## src/mqcs_defines.vh

```
// constants for the message queue control and status block
`ifndef MQCS_DEFINES_VH
`define MQCS_DEFINES_VH

// register byte offsets
`define MQCS_OFF_CTRL_STAT     12'h508
`define MQCS_OFF_IFL_BOT       12'h510
`define MQCS_OFF_IFL_TOP       12'h514
`define MQCS_OFF_IPL_BOT       12'h518
`define MQCS_OFF_IPL_TOP       12'h51c
`define MQCS_OFF_OFL_BOT       12'h520
`define MQCS_OFF_OFL_TOP       12'h524
`define MQCS_OFF_PROC_OUT_IDX  12'h528

// control/status field positions
`define MQCS_BIT_SHELL_EN      0
`define MQCS_BIT_EXT_OUT_EN    1
`define MQCS_BIT_IPL_NONEMPTY  2
`define MQCS_BIT_OFL_NONEMPTY  3
`define MQCS_BIT_EMPTY_SEL     4
`define MQCS_SIZE_LSB          5
`define MQCS_SIZE_MSB          7

// reset values
`define MQCS_RST_SIZE          3'h0
`define MQCS_RST_PTR           18'h00000
`define MQCS_RST_IDX           14'h0000

// widths
`define MQCS_PTR_W             18
`define MQCS_IDX_W             14
`define MQCS_NQ                3

// queue numbering inside the pointer arrays
`define MQCS_Q_IFL             0
`define MQCS_Q_IPL             1
`define MQCS_Q_OFL             2

// host outbound post list size codes
`define MQCS_SIZE_1K_ENT       3'h2
`define MQCS_SIZE_4K_ENT       3'h4

// index bits that step, per size (4-byte entries)
`define MQCS_MASK_256          14'h03fc
`define MQCS_MASK_1K           14'h0ffc
`define MQCS_MASK_4K           14'h3ffc

// pointer step and empty-read answer
`define MQCS_PTR_STEP          18'h00004
`define MQCS_IDX_STEP          14'h0004
`define MQCS_ALL_ONES          32'hffffffff

`endif

```

## src/mqcs_queue.v

```verilog
// one circular queue: bottom and top pointers with empty compare
`timescale 1ns/1ns
`include "mqcs_defines.vh"

module mqcs_queue (
	// clock and reset
	input  wire                    mclk,
	input  wire                    rst,
	// software writes
	input  wire                    wr_bot,
	input  wire                    wr_top,
	input  wire [`MQCS_PTR_W-1:0]  wdata,
	// hardware advances
	input  wire                    inc_bot,
	input  wire                    inc_top,
	// pointer state
	output reg  [`MQCS_PTR_W-1:0]  bot_q,
	output reg  [`MQCS_PTR_W-1:0]  top_q,
	output wire                    empty
);

	reg [`MQCS_PTR_W-1:0] bot_d;   // next bottom
	reg [`MQCS_PTR_W-1:0] top_d;   // next top

	// next pointers; a software write wins over a same-cycle advance
	always @* begin
		bot_d = bot_q;
		top_d = top_q;
		if (wr_bot) begin
			bot_d = {wdata[`MQCS_PTR_W-1:2], 2'b00};
		end else if (inc_bot) begin
			bot_d = bot_q + `MQCS_PTR_STEP;
		end
		if (wr_top) begin
			top_d = {wdata[`MQCS_PTR_W-1:2], 2'b00};
		end else if (inc_top) begin
			top_d = top_q + `MQCS_PTR_STEP;
		end
	end

	// pointer flops
	always @(posedge mclk or posedge rst) begin
		if (rst) begin
			bot_q <= `MQCS_RST_PTR;
			top_q <= `MQCS_RST_PTR;
		end else begin
			bot_q <= bot_d;
			top_q <= top_d;
		end
	end

	// equal pointers mean nothing queued
	assign empty = (bot_q == top_q);

endmodule // mqcs_queue

```

## src/mqcs_top.v

```verilog
// message queue control/status register bank with its queue pointers
`timescale 1ns/1ns
`include "mqcs_defines.vh"

// How it works
// - select set: empty inbound post or outbound free bottom read gives ones
// - select clear: empty bottom read gives pointer
// - outbound free flag shows frames available
// - inbound post flag shows frames waiting
// - size code picks capacity and stepping bits
// - equal bottom and top means empty
// - inbound free bottom steps four per read
module mqcs_top (
	// clock and reset
	input  wire        mclk,
	input  wire        rst,
	// register port
	input  wire [11:0] reg_addr,
	input  wire [31:0] reg_wdata,
	input  wire        reg_wr,
	input  wire        reg_rd,
	output reg  [31:0] reg_rdata_q,
	// primary pci side events
	input  wire        pci_target_hit,
	input  wire        pci_inbound_read,
	input  wire        pci_inbound_post,
	input  wire        pci_outbound_free,
	input  wire        host_outbound_post,
	output reg         pci_retry_q,
	// status and control levels
	output reg         shell_interface_enable_q,
	output reg         extended_outbound_enable_q,
	output reg         inbound_post_nonempty_q,
	output reg         outbound_free_nonempty_q
);

	////////////////////////////////////////////////////////////////////
	// state

	reg  [2:0]                         host_outbound_post_size_q;   // size code
	reg                                empty_read_response_sel_q;   // ones on empty
	reg  [`MQCS_IDX_W-1:0]             processor_outbound_index_q;  // host index
	reg  [`MQCS_IDX_W-1:0]             out_idx_d;                   // next index
	reg  [`MQCS_IDX_W-1:0]             step_mask;                   // bits that step
	reg  [31:0]                        rdata_d;                     // next read data
	wire [`MQCS_NQ*`MQCS_PTR_W-1:0]    bot_all;                     // bottoms packed
	wire [`MQCS_NQ*`MQCS_PTR_W-1:0]    top_all;                     // tops packed
	wire [`MQCS_NQ-1:0]                q_empty;                     // per queue
	wire [`MQCS_NQ-1:0]                wr_bot;                      // bottom writes
	wire [`MQCS_NQ-1:0]                wr_top;                      // top writes
	wire [`MQCS_NQ-1:0]                inc_bot;                     // bottom advance
	wire [`MQCS_NQ-1:0]                inc_top;                     // top advance
	wire                               wr_ctrl;                     // ctrl write
	wire                               wr_idx;                      // index write

	////////////////////////////////////////////////////////////////////
	// address decode

	assign wr_ctrl = reg_wr && (reg_addr == `MQCS_OFF_CTRL_STAT);
	assign wr_idx  = reg_wr && (reg_addr == `MQCS_OFF_PROC_OUT_IDX);

	assign wr_bot[`MQCS_Q_IFL] = reg_wr && (reg_addr == `MQCS_OFF_IFL_BOT);
	assign wr_top[`MQCS_Q_IFL] = reg_wr && (reg_addr == `MQCS_OFF_IFL_TOP);
	assign wr_bot[`MQCS_Q_IPL] = reg_wr && (reg_addr == `MQCS_OFF_IPL_BOT);
	assign wr_top[`MQCS_Q_IPL] = reg_wr && (reg_addr == `MQCS_OFF_IPL_TOP);
	assign wr_bot[`MQCS_Q_OFL] = reg_wr && (reg_addr == `MQCS_OFF_OFL_BOT);
	assign wr_top[`MQCS_Q_OFL] = reg_wr && (reg_addr == `MQCS_OFF_OFL_TOP);

	////////////////////////////////////////////////////////////////////
	// hardware pointer movement

	// pci reads consume inbound free frames; pci posts and frees fill tops
	assign inc_bot[`MQCS_Q_IFL] = pci_inbound_read;
	assign inc_top[`MQCS_Q_IFL] = 1'b0;
	assign inc_bot[`MQCS_Q_IPL] = 1'b0;
	assign inc_top[`MQCS_Q_IPL] = pci_inbound_post;
	assign inc_bot[`MQCS_Q_OFL] = 1'b0;
	assign inc_top[`MQCS_Q_OFL] = pci_outbound_free;

	////////////////////////////////////////////////////////////////////
	// queues, one per entry of the pointer arrays

	genvar gi;
	generate
		for (gi = 0; gi < `MQCS_NQ; gi = gi + 1) begin : g_q
			mqcs_queue u_queue (
				.mclk    (mclk),
				.rst     (rst),
				.wr_bot  (wr_bot[gi]),
				.wr_top  (wr_top[gi]),
				.wdata   (reg_wdata[`MQCS_PTR_W-1:0]),
				.inc_bot (inc_bot[gi]),
				.inc_top (inc_top[gi]),
				.bot_q   (bot_all[gi*`MQCS_PTR_W +: `MQCS_PTR_W]),
				.top_q   (top_all[gi*`MQCS_PTR_W +: `MQCS_PTR_W]),
				.empty   (q_empty[gi])
			);
		end
	endgenerate

	////////////////////////////////////////////////////////////////////
	// control fields

	// writable bits of the control/status word; status bits ignore writes
	always @(posedge mclk or posedge rst) begin
		if (rst) begin
			shell_interface_enable_q   <= 1'b0;
			extended_outbound_enable_q <= 1'b0;
			empty_read_response_sel_q  <= 1'b0;
			host_outbound_post_size_q  <= `MQCS_RST_SIZE;
		end else if (wr_ctrl) begin
			// enable order versus queue setup is software's job
			shell_interface_enable_q   <= reg_wdata[`MQCS_BIT_SHELL_EN];
			extended_outbound_enable_q <= reg_wdata[`MQCS_BIT_EXT_OUT_EN];
			empty_read_response_sel_q  <= reg_wdata[`MQCS_BIT_EMPTY_SEL];
			// all codes are stored so software reads back what it wrote
			host_outbound_post_size_q  <= reg_wdata[`MQCS_SIZE_MSB:`MQCS_SIZE_LSB];
		end
	end

	////////////////////////////////////////////////////////////////////
	// status flags

	// registered compare keeps the outputs flop-driven; one cycle of lag
	always @(posedge mclk or posedge rst) begin
		if (rst) begin
			inbound_post_nonempty_q  <= 1'b0;
			outbound_free_nonempty_q <= 1'b0;
		end else begin
			inbound_post_nonempty_q  <= ~q_empty[`MQCS_Q_IPL];
			outbound_free_nonempty_q <= ~q_empty[`MQCS_Q_OFL];
		end
	end

	////////////////////////////////////////////////////////////////////
	// target image retry

	// while the shell is off every hit on the image is answered with retry
	always @(posedge mclk or posedge rst) begin
		if (rst) begin
			pci_retry_q <= 1'b0;
		end else begin
			pci_retry_q <= pci_target_hit && !shell_interface_enable_q;
		end
	end

	////////////////////////////////////////////////////////////////////
	// host outbound index stepping

	// size code selects which index bits wrap; reserved codes fall to 256
	always @* begin
		case (host_outbound_post_size_q)
			`MQCS_SIZE_1K_ENT: step_mask = `MQCS_MASK_1K;
			`MQCS_SIZE_4K_ENT: step_mask = `MQCS_MASK_4K;
			default:           step_mask = `MQCS_MASK_256;
		endcase
	end

	// index steps by one entry within its window; bits outside stay put
	always @* begin
		out_idx_d = processor_outbound_index_q;
		if (wr_idx) begin
			// software seeds the index when it turns the extension on
			out_idx_d = {reg_wdata[`MQCS_IDX_W-1:2], 2'b00};
		end else if (host_outbound_post && extended_outbound_enable_q) begin
			out_idx_d = (processor_outbound_index_q & ~step_mask) |
				((processor_outbound_index_q + `MQCS_IDX_STEP) & step_mask);
		end
	end

	// index flop
	always @(posedge mclk or posedge rst) begin
		if (rst) begin
			processor_outbound_index_q <= `MQCS_RST_IDX;
		end else begin
			processor_outbound_index_q <= out_idx_d;
		end
	end

	////////////////////////////////////////////////////////////////////
	// read data

	// read mux; unmapped addresses and idle cycles give zero
	always @* begin
		rdata_d = 32'h00000000;
		if (reg_rd) begin
			case (reg_addr)
				`MQCS_OFF_CTRL_STAT: begin
					// upper bits are reserved and read zero
					rdata_d[`MQCS_BIT_SHELL_EN]             = shell_interface_enable_q;
					rdata_d[`MQCS_BIT_EXT_OUT_EN]           = extended_outbound_enable_q;
					rdata_d[`MQCS_BIT_IPL_NONEMPTY]         = inbound_post_nonempty_q;
					rdata_d[`MQCS_BIT_OFL_NONEMPTY]         = outbound_free_nonempty_q;
					rdata_d[`MQCS_BIT_EMPTY_SEL]            = empty_read_response_sel_q;
					rdata_d[`MQCS_SIZE_MSB:`MQCS_SIZE_LSB]  = host_outbound_post_size_q;
				end
				`MQCS_OFF_IFL_BOT: begin
					rdata_d[`MQCS_PTR_W-1:0] = bot_all[`MQCS_Q_IFL*`MQCS_PTR_W +: `MQCS_PTR_W];
				end
				`MQCS_OFF_IFL_TOP: begin
					rdata_d[`MQCS_PTR_W-1:0] = top_all[`MQCS_Q_IFL*`MQCS_PTR_W +: `MQCS_PTR_W];
				end
				`MQCS_OFF_IPL_BOT: begin
					// compare is live so the answer matches this very cycle
					if (q_empty[`MQCS_Q_IPL] && empty_read_response_sel_q) begin
						rdata_d = `MQCS_ALL_ONES;
					end else begin
						rdata_d[`MQCS_PTR_W-1:0] =
							bot_all[`MQCS_Q_IPL*`MQCS_PTR_W +: `MQCS_PTR_W];
					end
				end
				`MQCS_OFF_IPL_TOP: begin
					rdata_d[`MQCS_PTR_W-1:0] = top_all[`MQCS_Q_IPL*`MQCS_PTR_W +: `MQCS_PTR_W];
				end
				`MQCS_OFF_OFL_BOT: begin
					if (q_empty[`MQCS_Q_OFL] && empty_read_response_sel_q) begin
						rdata_d = `MQCS_ALL_ONES;
					end else begin
						rdata_d[`MQCS_PTR_W-1:0] =
							bot_all[`MQCS_Q_OFL*`MQCS_PTR_W +: `MQCS_PTR_W];
					end
				end
				`MQCS_OFF_OFL_TOP: begin
					rdata_d[`MQCS_PTR_W-1:0] = top_all[`MQCS_Q_OFL*`MQCS_PTR_W +: `MQCS_PTR_W];
				end
				`MQCS_OFF_PROC_OUT_IDX: begin
					rdata_d[`MQCS_IDX_W-1:0] = processor_outbound_index_q;
				end
				default: begin
					rdata_d = 32'h00000000;
				end
			endcase
		end
	end

	// read data stands for exactly the cycle after the strobe
	always @(posedge mclk or posedge rst) begin
		if (rst) begin
			reg_rdata_q <= 32'h00000000;
		end else begin
			reg_rdata_q <= rdata_d;
		end
	end

endmodule // mqcs_top

```

## config.mk

```make
export PLATFORM = sky130hd
export DESIGN_NAME = mqcs_top
export DESIGN_NICKNAME = d
export VERILOG_FILES = /design/src/mqcs_queue.v /design/src/mqcs_top.v
export VERILOG_INCLUDE_DIRS = /design/src
export SDC_FILE = /design/constraint.sdc
export NUM_CORES = 1
export LEC_CHECK = 0
export ABC_AREA = 1
export BUFFER_PORTS_ARGS = -buffer_cell sky130_fd_sc_hd__clkbuf_2
export CORE_MARGIN = 2
export CORE_UTILIZATION = 49
export DETAILED_ROUTE_END_ITERATION = 10
export PLACE_DENSITY = 0.69
export SYNTH_ARGS = -nofsm -noshare
export SYNTH_HDL_FRONTEND = slang
export SYNTH_SLANG_ARGS = --single-unit
```

## constraint.sdc

```tcl
create_clock -name mclk -period 11.1 [get_ports mclk]
set_input_delay 1.665 -clock mclk [delete_from_list [all_inputs] [get_ports mclk]]
set_output_delay 1.665 -clock mclk [all_outputs]
set_load 0.005 [all_outputs]
```

# After elaboration in Yosys (flattened, before gate mapping)
# Cells that the tools add are included.
[classes] add_sub_neg=4 n_bitwise=6 n_mux=18 reduce_logical=17 n_eq_ne=12
[op_table] cell="18-bit 2-to-1 mux" n=8
[op_table] cell="12-bit by 11-bit equality test with 1-bit output, second input constant" n=8
[op_table] cell="8-bit one-hot mux with 8 select lines" n=1
[op_table] cell="14-bit 2-to-1 mux" n=4
[op_table] cell="14-bit one-hot mux with 2 select lines" n=2
[op_table] cell="18-bit by 3-bit adder with 18-bit output, second input constant" n=3
[op_table] cell="6-bit one-hot mux with 7 select lines" n=1
[op_table] cell="18-bit equality test" n=2
[op_table] cell="32-bit 2-to-1 mux" n=1
[op_table] cell="14-bit AND" n=2
[op_table] cell="4-bit one-hot mux with 6 select lines" n=1
[op_table] cell="14-bit by 3-bit adder with 14-bit output, second input constant" n=1
[op_table] cell="14-bit inverter" n=1
[op_table] cell="14-bit bitwise OR" n=1
[op_table] cell="1-bit logical AND" n=12
[op_table] cell="2-bit nonzero test" n=4
[op_table] cell="3-bit by 2-bit equality test with 1-bit output, second input constant" n=1
[op_table] cell="3-bit equality test, second input constant" n=1
[op_table] cell="1-bit inverter" n=2
[op_table] cell="1-bit logical NOT" n=1
[totals] input_bits=53 out_inout_bits=37 register_bits=157

# Depth between registers and ports, before layout
# Gate-level depths: netlist (run 1).
[logic_depth] word_depth=7 ltp_mapped=13

# Cells and area by module
# From an unflattened synthesis (run 1), not the netlist that was laid out.
[hier_totals] hier_cells=1554 area_unflattened_um2=10430.0
[modules_own_cells] module="mqcs_queue" area_each_um2=2323.5 seq_area_each_um2=800.8 instances=3 cells_each=332
[modules_own_cells] module="mqcs_top" area_each_um2=3459.6 seq_area_each_um2=1001.0 instances=1 cells_each=558

# Least setup slack after synthesis (run 1)
# Ideal clock, no wire load.
[synth_timing] path_kind="input to register" startpoint="in reg_addr[3]" endpoint="reg extended_outbound_enable_q" setup_slack_ns=8.176 n_path_buf=1 arrival_ns=2.799 stages=9 path_cell_list="buf_4 > inv_2 > nor2_1 > nand2_2 > nor2_8 > nand2_2 > inv_2 > nand2_4 > mux2_4"
[synth_between] elab_chain_len=2
[synth_rtl] item="start: declaration" line_no="mqcs_top.v:18" text="input wire [11:0] reg_addr,"
[synth_rtl] item="12-bit by 11-bit equality test with 1-bit output"
[synth_rtl] item="1-bit logical AND" line_no="mqcs_top.v:59" text="assign wr_ctrl = reg_wr && (reg_addr == `MQCS_OFF_CTRL_STAT);"
[synth_rtl] item="end signal: assignment" line_no="mqcs_top.v:114" text="extended_outbound_enable_q <= reg_wdata[`MQCS_BIT_EXT_OUT_EN];"
[synth_rtl] item="end: declaration" line_no="mqcs_top.v:32" text="output reg extended_outbound_enable_q,"
# No other way between the ends.
# A chain may end at the register's enable or synchronous reset.

# Worst setup path after layout (run 1)
[layout_timing] startpoint="in reg_addr[9]" endpoint="reg g_q[1].u_queue.bot_q[2]"
[layout_between] elab_chain_len=2
[layout_rtl] item="12-bit by 11-bit equality test with 1-bit output"
[layout_rtl] item="1-bit logical AND" line_no="mqcs_top.v:64" text="assign wr_bot[`MQCS_Q_IPL] = reg_wr && (reg_addr == `MQCS_OFF_IPL_BOT);"
[layout_rtl] item="end signal: assignment" line_no="mqcs_queue.v:44" text="bot_q <= `MQCS_RST_PTR;"
[layout_rtl] item="end signal: assignment" line_no="mqcs_queue.v:47" text="bot_q <= bot_d;"
[layout_rtl] item="end: declaration" line_no="mqcs_queue.v:17" text="output reg [`MQCS_PTR_W-1:0] bot_q,"
# No other way between the ends.

==> results.ini, run 1 <==
[timing]
worst_pin_slew_ps=1085
min_period_ps=4004
finalCritPeriodShare_pct=36.08
skew_ps=9.189
drv_slew=0
setup-tns-final_ps=0
worst_slack_ps=7096
clock.fmax_ghz=0.2497
rsz0062_at_grt=false
finalSetupViolCount=0
slew_headroom_pct=27.48
hold_viol=0

[power]
p_per_area_nw_per_um2=155.2
ir_drop_v=0.0001373
p_leak_nw=4.772

[layout]
final_cell_mix=nand2_1, dfrtp_1, inv_1, nor2_1, clkbuf_2
fill_cells=1562
final_cell_area_um2=9180
fin_cells=1416
n_antenna_cell=0
drive_gt1_share_pct=12.63
syn_to_final_growth_pct=12.70
multi_input_area_um2=3959
ff_latch_area_um2=3403
final_common_cell=nand2_1
final_nets=1240

[logic_synthesis]
yosysWarnings=0
netlist_area_um2=8145
synth-edff-count=0
ys_seq_area_share_pct=41.78
ys_types=40
avgSynthCellArea_um2=7.208
synth_top_cell_area_share_pct=41.78
ys.flop_type=dfrtp_1
synth_seq_cells=136
yosysTopAreaCell=dfrtp_1
synthTopCellsByArea=dfrtp_1, nand2_1, inv_1
syn-instance-count=1130
syn_nets=1187
ys_async_sr_fraction_pct=100.0

[clocking]
cts_buffers=17
cts_tree=built
clk_pin_slew_worst_paths_ps=60
clock_latency_ps=430
clock_sinks=136
htree_levels=4
ctsHoldBuffers=0
post_cts.repair.setup_buffers=0
post_cts_resized=0
clk_path_buf_depth=2
clockRootBuffer=clkbuf_16

[route]
wirelength_mm=24.56
route.met2.wl_mm=11.53
drc=0
vias=7627
vias_per_cell=5.386
post_drt_wl_per_cell_um=17.35
drtAntennaViolNets=0
met3_wirelength_mm=1.826
wl_met1_mm=10.45
route.top_layer_used=met4
drt_iter0_markers=797
drtPass1Iterations=5

[floorplanning]
die-area_um2=17670
die_x_um=132.9
start_util_pct=49.65
num_io_pins=90
fp.coreArea_um2=16410
fp-row-count=47
fp.dieH_um=132.9

[worst_setup_path]
worstPathArrival_ps=4300
reg2reg_slack_ps=9090
cp_slowest_cell=nand3_1
path_cells=clkbuf_2, nor2_1, nand2_2, nor2_4, nand3_1, inv_2, nand2_2, nand2_1, o21ai_0
worst-path-buf-inv=2
path_delay_family=simple AND/OR/NAND/NOR gates
timing.rr.start=g_q[2].u_queue.top_q[14]$_DFFE_PP0N_
path_class=primary input to flip-flop
rr_worst_depth=10
critPathLaunchType=primary input
required_ps=11390
timing.rr.end=reg_rdata_q[7]$_DFF_PP0_
crit_path_end_kind=flip-flop
cpPeakStageDelay_ps=660
cpMostUsedCell=nand2_2
cp_max_fo=32

[run_status]
status=complete, no violations

[grt]
grt_pass1_vias=7177
track_usage_pct=28.71
overflow=0
grt_max_degree=77
antenna_found_initial=0
grt_pass1_wl_mm=38.91

[place]
place_congestion=0.9592
dp_hpwl_mm=17.75
dpl_cell_area_um2=8562
place_inst=1384
dp_slack_ps=6690
io_buffers=75

[flow_run]
drv_cap=0

[min_path]
hp-start=g_q[0].u_queue.top_q[12]$_DFFE_PP0P_
hold_class=flip-flop to flip-flop
holdPathStages=2
min_to=g_q[0].u_queue.top_q[12]$_DFFE_PP0P_

==> cells by family after synthesis <==
kind of cell	share of synthesized area, %
and+or+nand+nor	31.57
buffers and inverters	9.616
AOI/OAI and AO/OA	10.98
DFF	41.78
xor gates and xnor gates	4.946
adders and majority gates	0.6145
muxes	0.4916
==> worst register-to-register path: stages (launching register included) <==
cell     delay, ps
dfrtp_1        480
inv_1          110
nand2_1         70
nand2_1         50
nor2_1         140
nand2_1        110
nor2_1         260
nand4_2        320
nand2_4        210
nor2_1          70
nor2_1         110
==> where the power goes <==
group          leakage (nW)  switching (W)  total, W  internal [W]
clock network         0.295       0.000241  0.000599      0.000358
registers              1.80      0.0000651  0.000606      0.000541
logic                  2.68       0.000139  0.000220     0.0000809
==> cell type report <==
class	instances	share of cell area [%]
Tap cell	220	2.999
Timing Repair Buffer	76	4.171
Multi-Input combinational cell	809	43.12
Clock inverter	15	2.099
Sequential cell	136	37.07
Inverter	143	5.902
Clock buffer	17	4.634
==> worst max path at each step <==
| stage | from | endpoint | slack [ps] | depth (start not counted) |
|---|---|---|---|---|
| finish | reg_addr[9] | g_q[1].u_queue.bot_q[2]$_DFFE_PP0P_ | 7100 | 9 |
| global route | reg_addr[9] | g_q[1].u_queue.bot_q[2]$_DFFE_PP0P_ | 6870 | 9 |
| CTS | reg_addr[9] | g_q[1].u_queue.bot_q[2]$_DFFE_PP0P_ | 7130 | 9 |
| detailed placement | reg_addr[9] | g_q[1].u_queue.bot_q[7]$_DFFE_PP0P_ | 6690 | 8 |
| global placement | reg_addr[9] | g_q[1].u_queue.bot_q[12]$_DFFE_PP0P_ | 6700 | 9 |
| floorplan | rst | empty_read_response_sel_q$_DFFE_PP0P_ | 5800 | 1 |
==> cell usage after synthesis, types with 11 or more instances <==
| cell type | count |
|---|---|
| o22ai_1 | 11 |
| nand4_1 | 16 |
| dfrtp_1 | 136 |
| a21oi_1 | 12 |
| o21ai_0 | 73 |
| clkbuf_1 | 14 |
| nand2_1 | 348 |
| nand3_1 | 70 |
| nand2_2 | 15 |
| inv_1 | 135 |
| xor2_1 | 40 |
| nor2_1 | 124 |
| buf_4 | 19 |
| o21ai_1 | 29 |
| o221ai_1 | 17 |
==> through the flow <==
step | hold slack (ps) | util [%] | power [W]
CTS | 484.6 | 55.95 | 0.001422
global placement | 468.7 | 52.18 | 0.0008230
floorplan | 453.4 | - | 0.0007571
global route | 512.0 | 55.95 | 0.001491
detailed placement | 475.0 | 52.18 | 0.0008288
finish | 492.4 | 55.95 | 0.001425
==> layer usage <==
| layer | track usage (%) | vias up |
|---|---|---|
| met3 | 5.364 | 45 |
| met2 | 46.03 | 301 |
| li1 | - | 3696 |
| met1 | 39.17 | 3585 |
| met4 | 9.976 | 0 |
| met5 | 0 | - |
==> sequential cells by signal, summed over array words and instances (netlist names) <==
| name | flops |
|---|---|
| reg_rdata_q | 19 |
| g_q.u_queue.bot_q | 48 |
| pci_retry_q | 1 |
| g_q.u_queue.top_q | 48 |
| inbound_post_nonempty_q | 1 |
| outbound_free_nonempty_q | 1 |
| empty_read_response_sel_q | 1 |
| extended_outbound_enable_q | 1 |
| host_outbound_post_size_q | 3 |
| processor_outbound_index_q | 12 |
| shell_interface_enable_q | 1 |
(Power assumes the default switching activity.)
==> run 2: changes to the inputs <==
==> constraint.sdc (replaced) <==
create_clock -name mclk -period 3.7 [get_ports mclk]
set_input_delay 0.555 -clock mclk [delete_from_list [all_inputs] [get_ports mclk]]
set_output_delay 0.555 -clock mclk [all_outputs]
set_load 0.005 [all_outputs]
==> run 2 against run 1 <==
  * Critical path depth grew 4
  * First-iteration DRC count increased by 6.3%
  * Hold slack lost 190 ps
  * Critical path type unchanged
  * Largest cell class unchanged
==> results.ini, run 2 (same netlist as run 1, synthesis figures left out) <==
[layout]
syn_to_final_growth_pct=12.87
final_common_cell=nand2_1
drive_gt1_share_pct=13.13  ; +0.51 points
final_cell_mix=nand2_1, dfrtp_1, inv_1, nor2_1, clkbuf_2
n_antenna_cell=0  ; unchanged
final_nets=1247  ; +0.56%
top_regs=g_q.u_queue.bot_q (48), g_q.u_queue.top_q (48), reg_rdata_q (19)
post-route-util_pct=56.04  ; +0.084 points

[timing]
hold_ws_ps=297.4  ; -195.0 ps
slew_headroom_pct=37.74  ; +10 points
drv_slew=0  ; unchanged
clock.fmax_ghz=0.4256
skew_ps=6.671  ; -2.518 ps
min_period_ps=2350
rsz0062_at_grt=false
hold_viol=0  ; unchanged
finalCritPeriodShare_pct=63.51
setup-tns-final_ps=0  ; unchanged
finalSetupViolCount=0  ; unchanged
worst_pin_slew_ps=931.9  ; -153.3 ps

[power]
ir_drop_v=0.0004243  ; +210%
p_leak_nw=4.779  ; +0.14%
p_per_area_nw_per_um2=446.8  ; +190%

[clocking]
clk_path_buf_depth=2  ; unchanged
htree_levels=4  ; unchanged
clk_pin_slew_worst_paths_ps=70  ; about the same
clock_sinks=136  ; unchanged
cts_tree=built
clock_latency_ps=430  ; about the same
ctsHoldBuffers=0  ; unchanged
post_cts.repair.setup_buffers=0  ; unchanged
post_cts_resized=0  ; unchanged
clockRootBuffer=clkbuf_16
cts_buffers=17  ; unchanged

[grt]
use_met1_pct=37.56  ; -1.6 points
grt_pass1_vias=7075  ; -1.4%
grt_pass1_wl_mm=37.70  ; -3.1%
grt_max_degree=56  ; -27%
overflow=0  ; unchanged
grt_busiest_layer=met2
antenna_found_initial=1  ; +1
grt.met2_usage_pct=45.39  ; -0.63 points
grt_util_met3_pct=5.939  ; +0.57 points
track_usage_pct=28.15  ; -0.55 points

[worst_setup_path]
worst-path-buf-inv=5  ; +3
required_ps=4020  ; -7370 ps
crit_path_end_kind=flip-flop
cp_slowest_cell=nand2_2
path_delay_family=simple AND/OR/NAND/NOR gates
critPathLaunchType=primary input
path_cells=clkbuf_2, inv_2, nand2_2, nor2_4, nand2_2, inv_2, nand2_2, nand2_2, inv_1, nand2_1, o21ai_0, inv_1, nand2_1
path_class=primary input to flip-flop
cp_max_fo=25  ; -22%
cpMostUsedCell=nand2_2
cpPeakStageDelay_ps=310  ; -350 ps
worstPathArrival_ps=2670  ; -1630 ps

[floorplanning]
fp.dieH_um=132.9  ; unchanged
fp.coreArea_um2=16410  ; unchanged
fp-row-count=47  ; unchanged
start_util_pct=49.65  ; unchanged
num_io_pins=90  ; unchanged
die_x_um=132.9  ; unchanged
die-area_um2=17670  ; unchanged

[route]
drtPass1Iterations=5  ; unchanged
drtAntennaViolNets=0  ; unchanged
drc=0  ; unchanged
post_drt_wl_per_cell_um=17.13  ; -1.3%
vias=7707  ; +1.0%
drt_iter0_markers=847  ; +6.3%
vias_per_cell=5.416  ; +0.55%
wirelength_mm=24.37  ; -0.79%

[place]
io_buffers=75  ; unchanged
place_congestion=0.9553  ; -0.41%
dp_hpwl_mm=17.91  ; +0.90%

[flow_run]
drv_cap=0  ; unchanged

[min_path]
hold_class=primary input to asynchronous set/reset pin

[run_status]
status=complete, no violations

==> run 2: per-layer routing <==
| layer | routed length, um | up-vias |
|---|---|---|
| li1 | - | 3705 |
| met1 | 10340 | 3640 |
| met2 | 11500 | 317 |
| met3 | 1760 | 45 |
| met4 | 767 | 0 |
| met5 | 0 | - |
==> run 2: cell type report <==
cell class,count,area (um2)
clock buffers,17,425.4
clock inverters,15,130.1
fillers,1596,7213
inverters,143,540.5
multi-input cells,809,3959
flip-flops and latches,136,3403
well taps,220,275.3
repair buffers,83,460.4
==> run 2: path summary, 6_finish.rpt <==
path	start	to	slack, ps	cells past startpoint
worst max-delay path	reg_addr[3]	g_q[2].u_queue.top_q[16]$_DFFE_PP0N_	1350	13
worst min-delay path	rst	g_q[1].u_queue.top_q[10]$_DFFE_PP0N_	300	2
worst max register to register	g_q[2].u_queue.top_q[11]$_DFFE_PP0N_	reg_rdata_q[12]$_DFF_PP0_	1710	10
worst min register to register	g_q[0].u_queue.top_q[16]$_DFFE_PP0P_	g_q[0].u_queue.top_q[16]$_DFFE_PP0P_	490	2
max in group asynchronous	rst	extended_outbound_enable_q$_DFFE_PP0P_	2620	3
min in group mclk	pci_target_hit	pci_retry_q$_DFF_PP0_	310	3
==> run 2: metrics by stage <==
step / total power [W] / worst slack (ps) / cells / cell area [um2]
after floorplan: 0.002272 / 1452 / 1130 / 8149
after global placement: 0.002471 / 988.3 / 1391 / 8638
after detailed placement: 0.002491 / 967.4 / 1391 / 8638
after CTS: 0.004103 / 1398 / 1423 / 9194
after global routing: 0.004297 / 1151 / 1423 / 9194
final: 0.004108 / 1350 / 1423 / 9194
==> run 2: power breakdown <==
group          leakage, nW  switching (W)  internal (W)  total, W
Combinational         2.71       0.000416      0.000246  0.000662
Clock                0.265       0.000745      0.000880   0.00162
Sequential            1.80       0.000199       0.00162   0.00182
Total                 4.78        0.00136       0.00275   0.00411
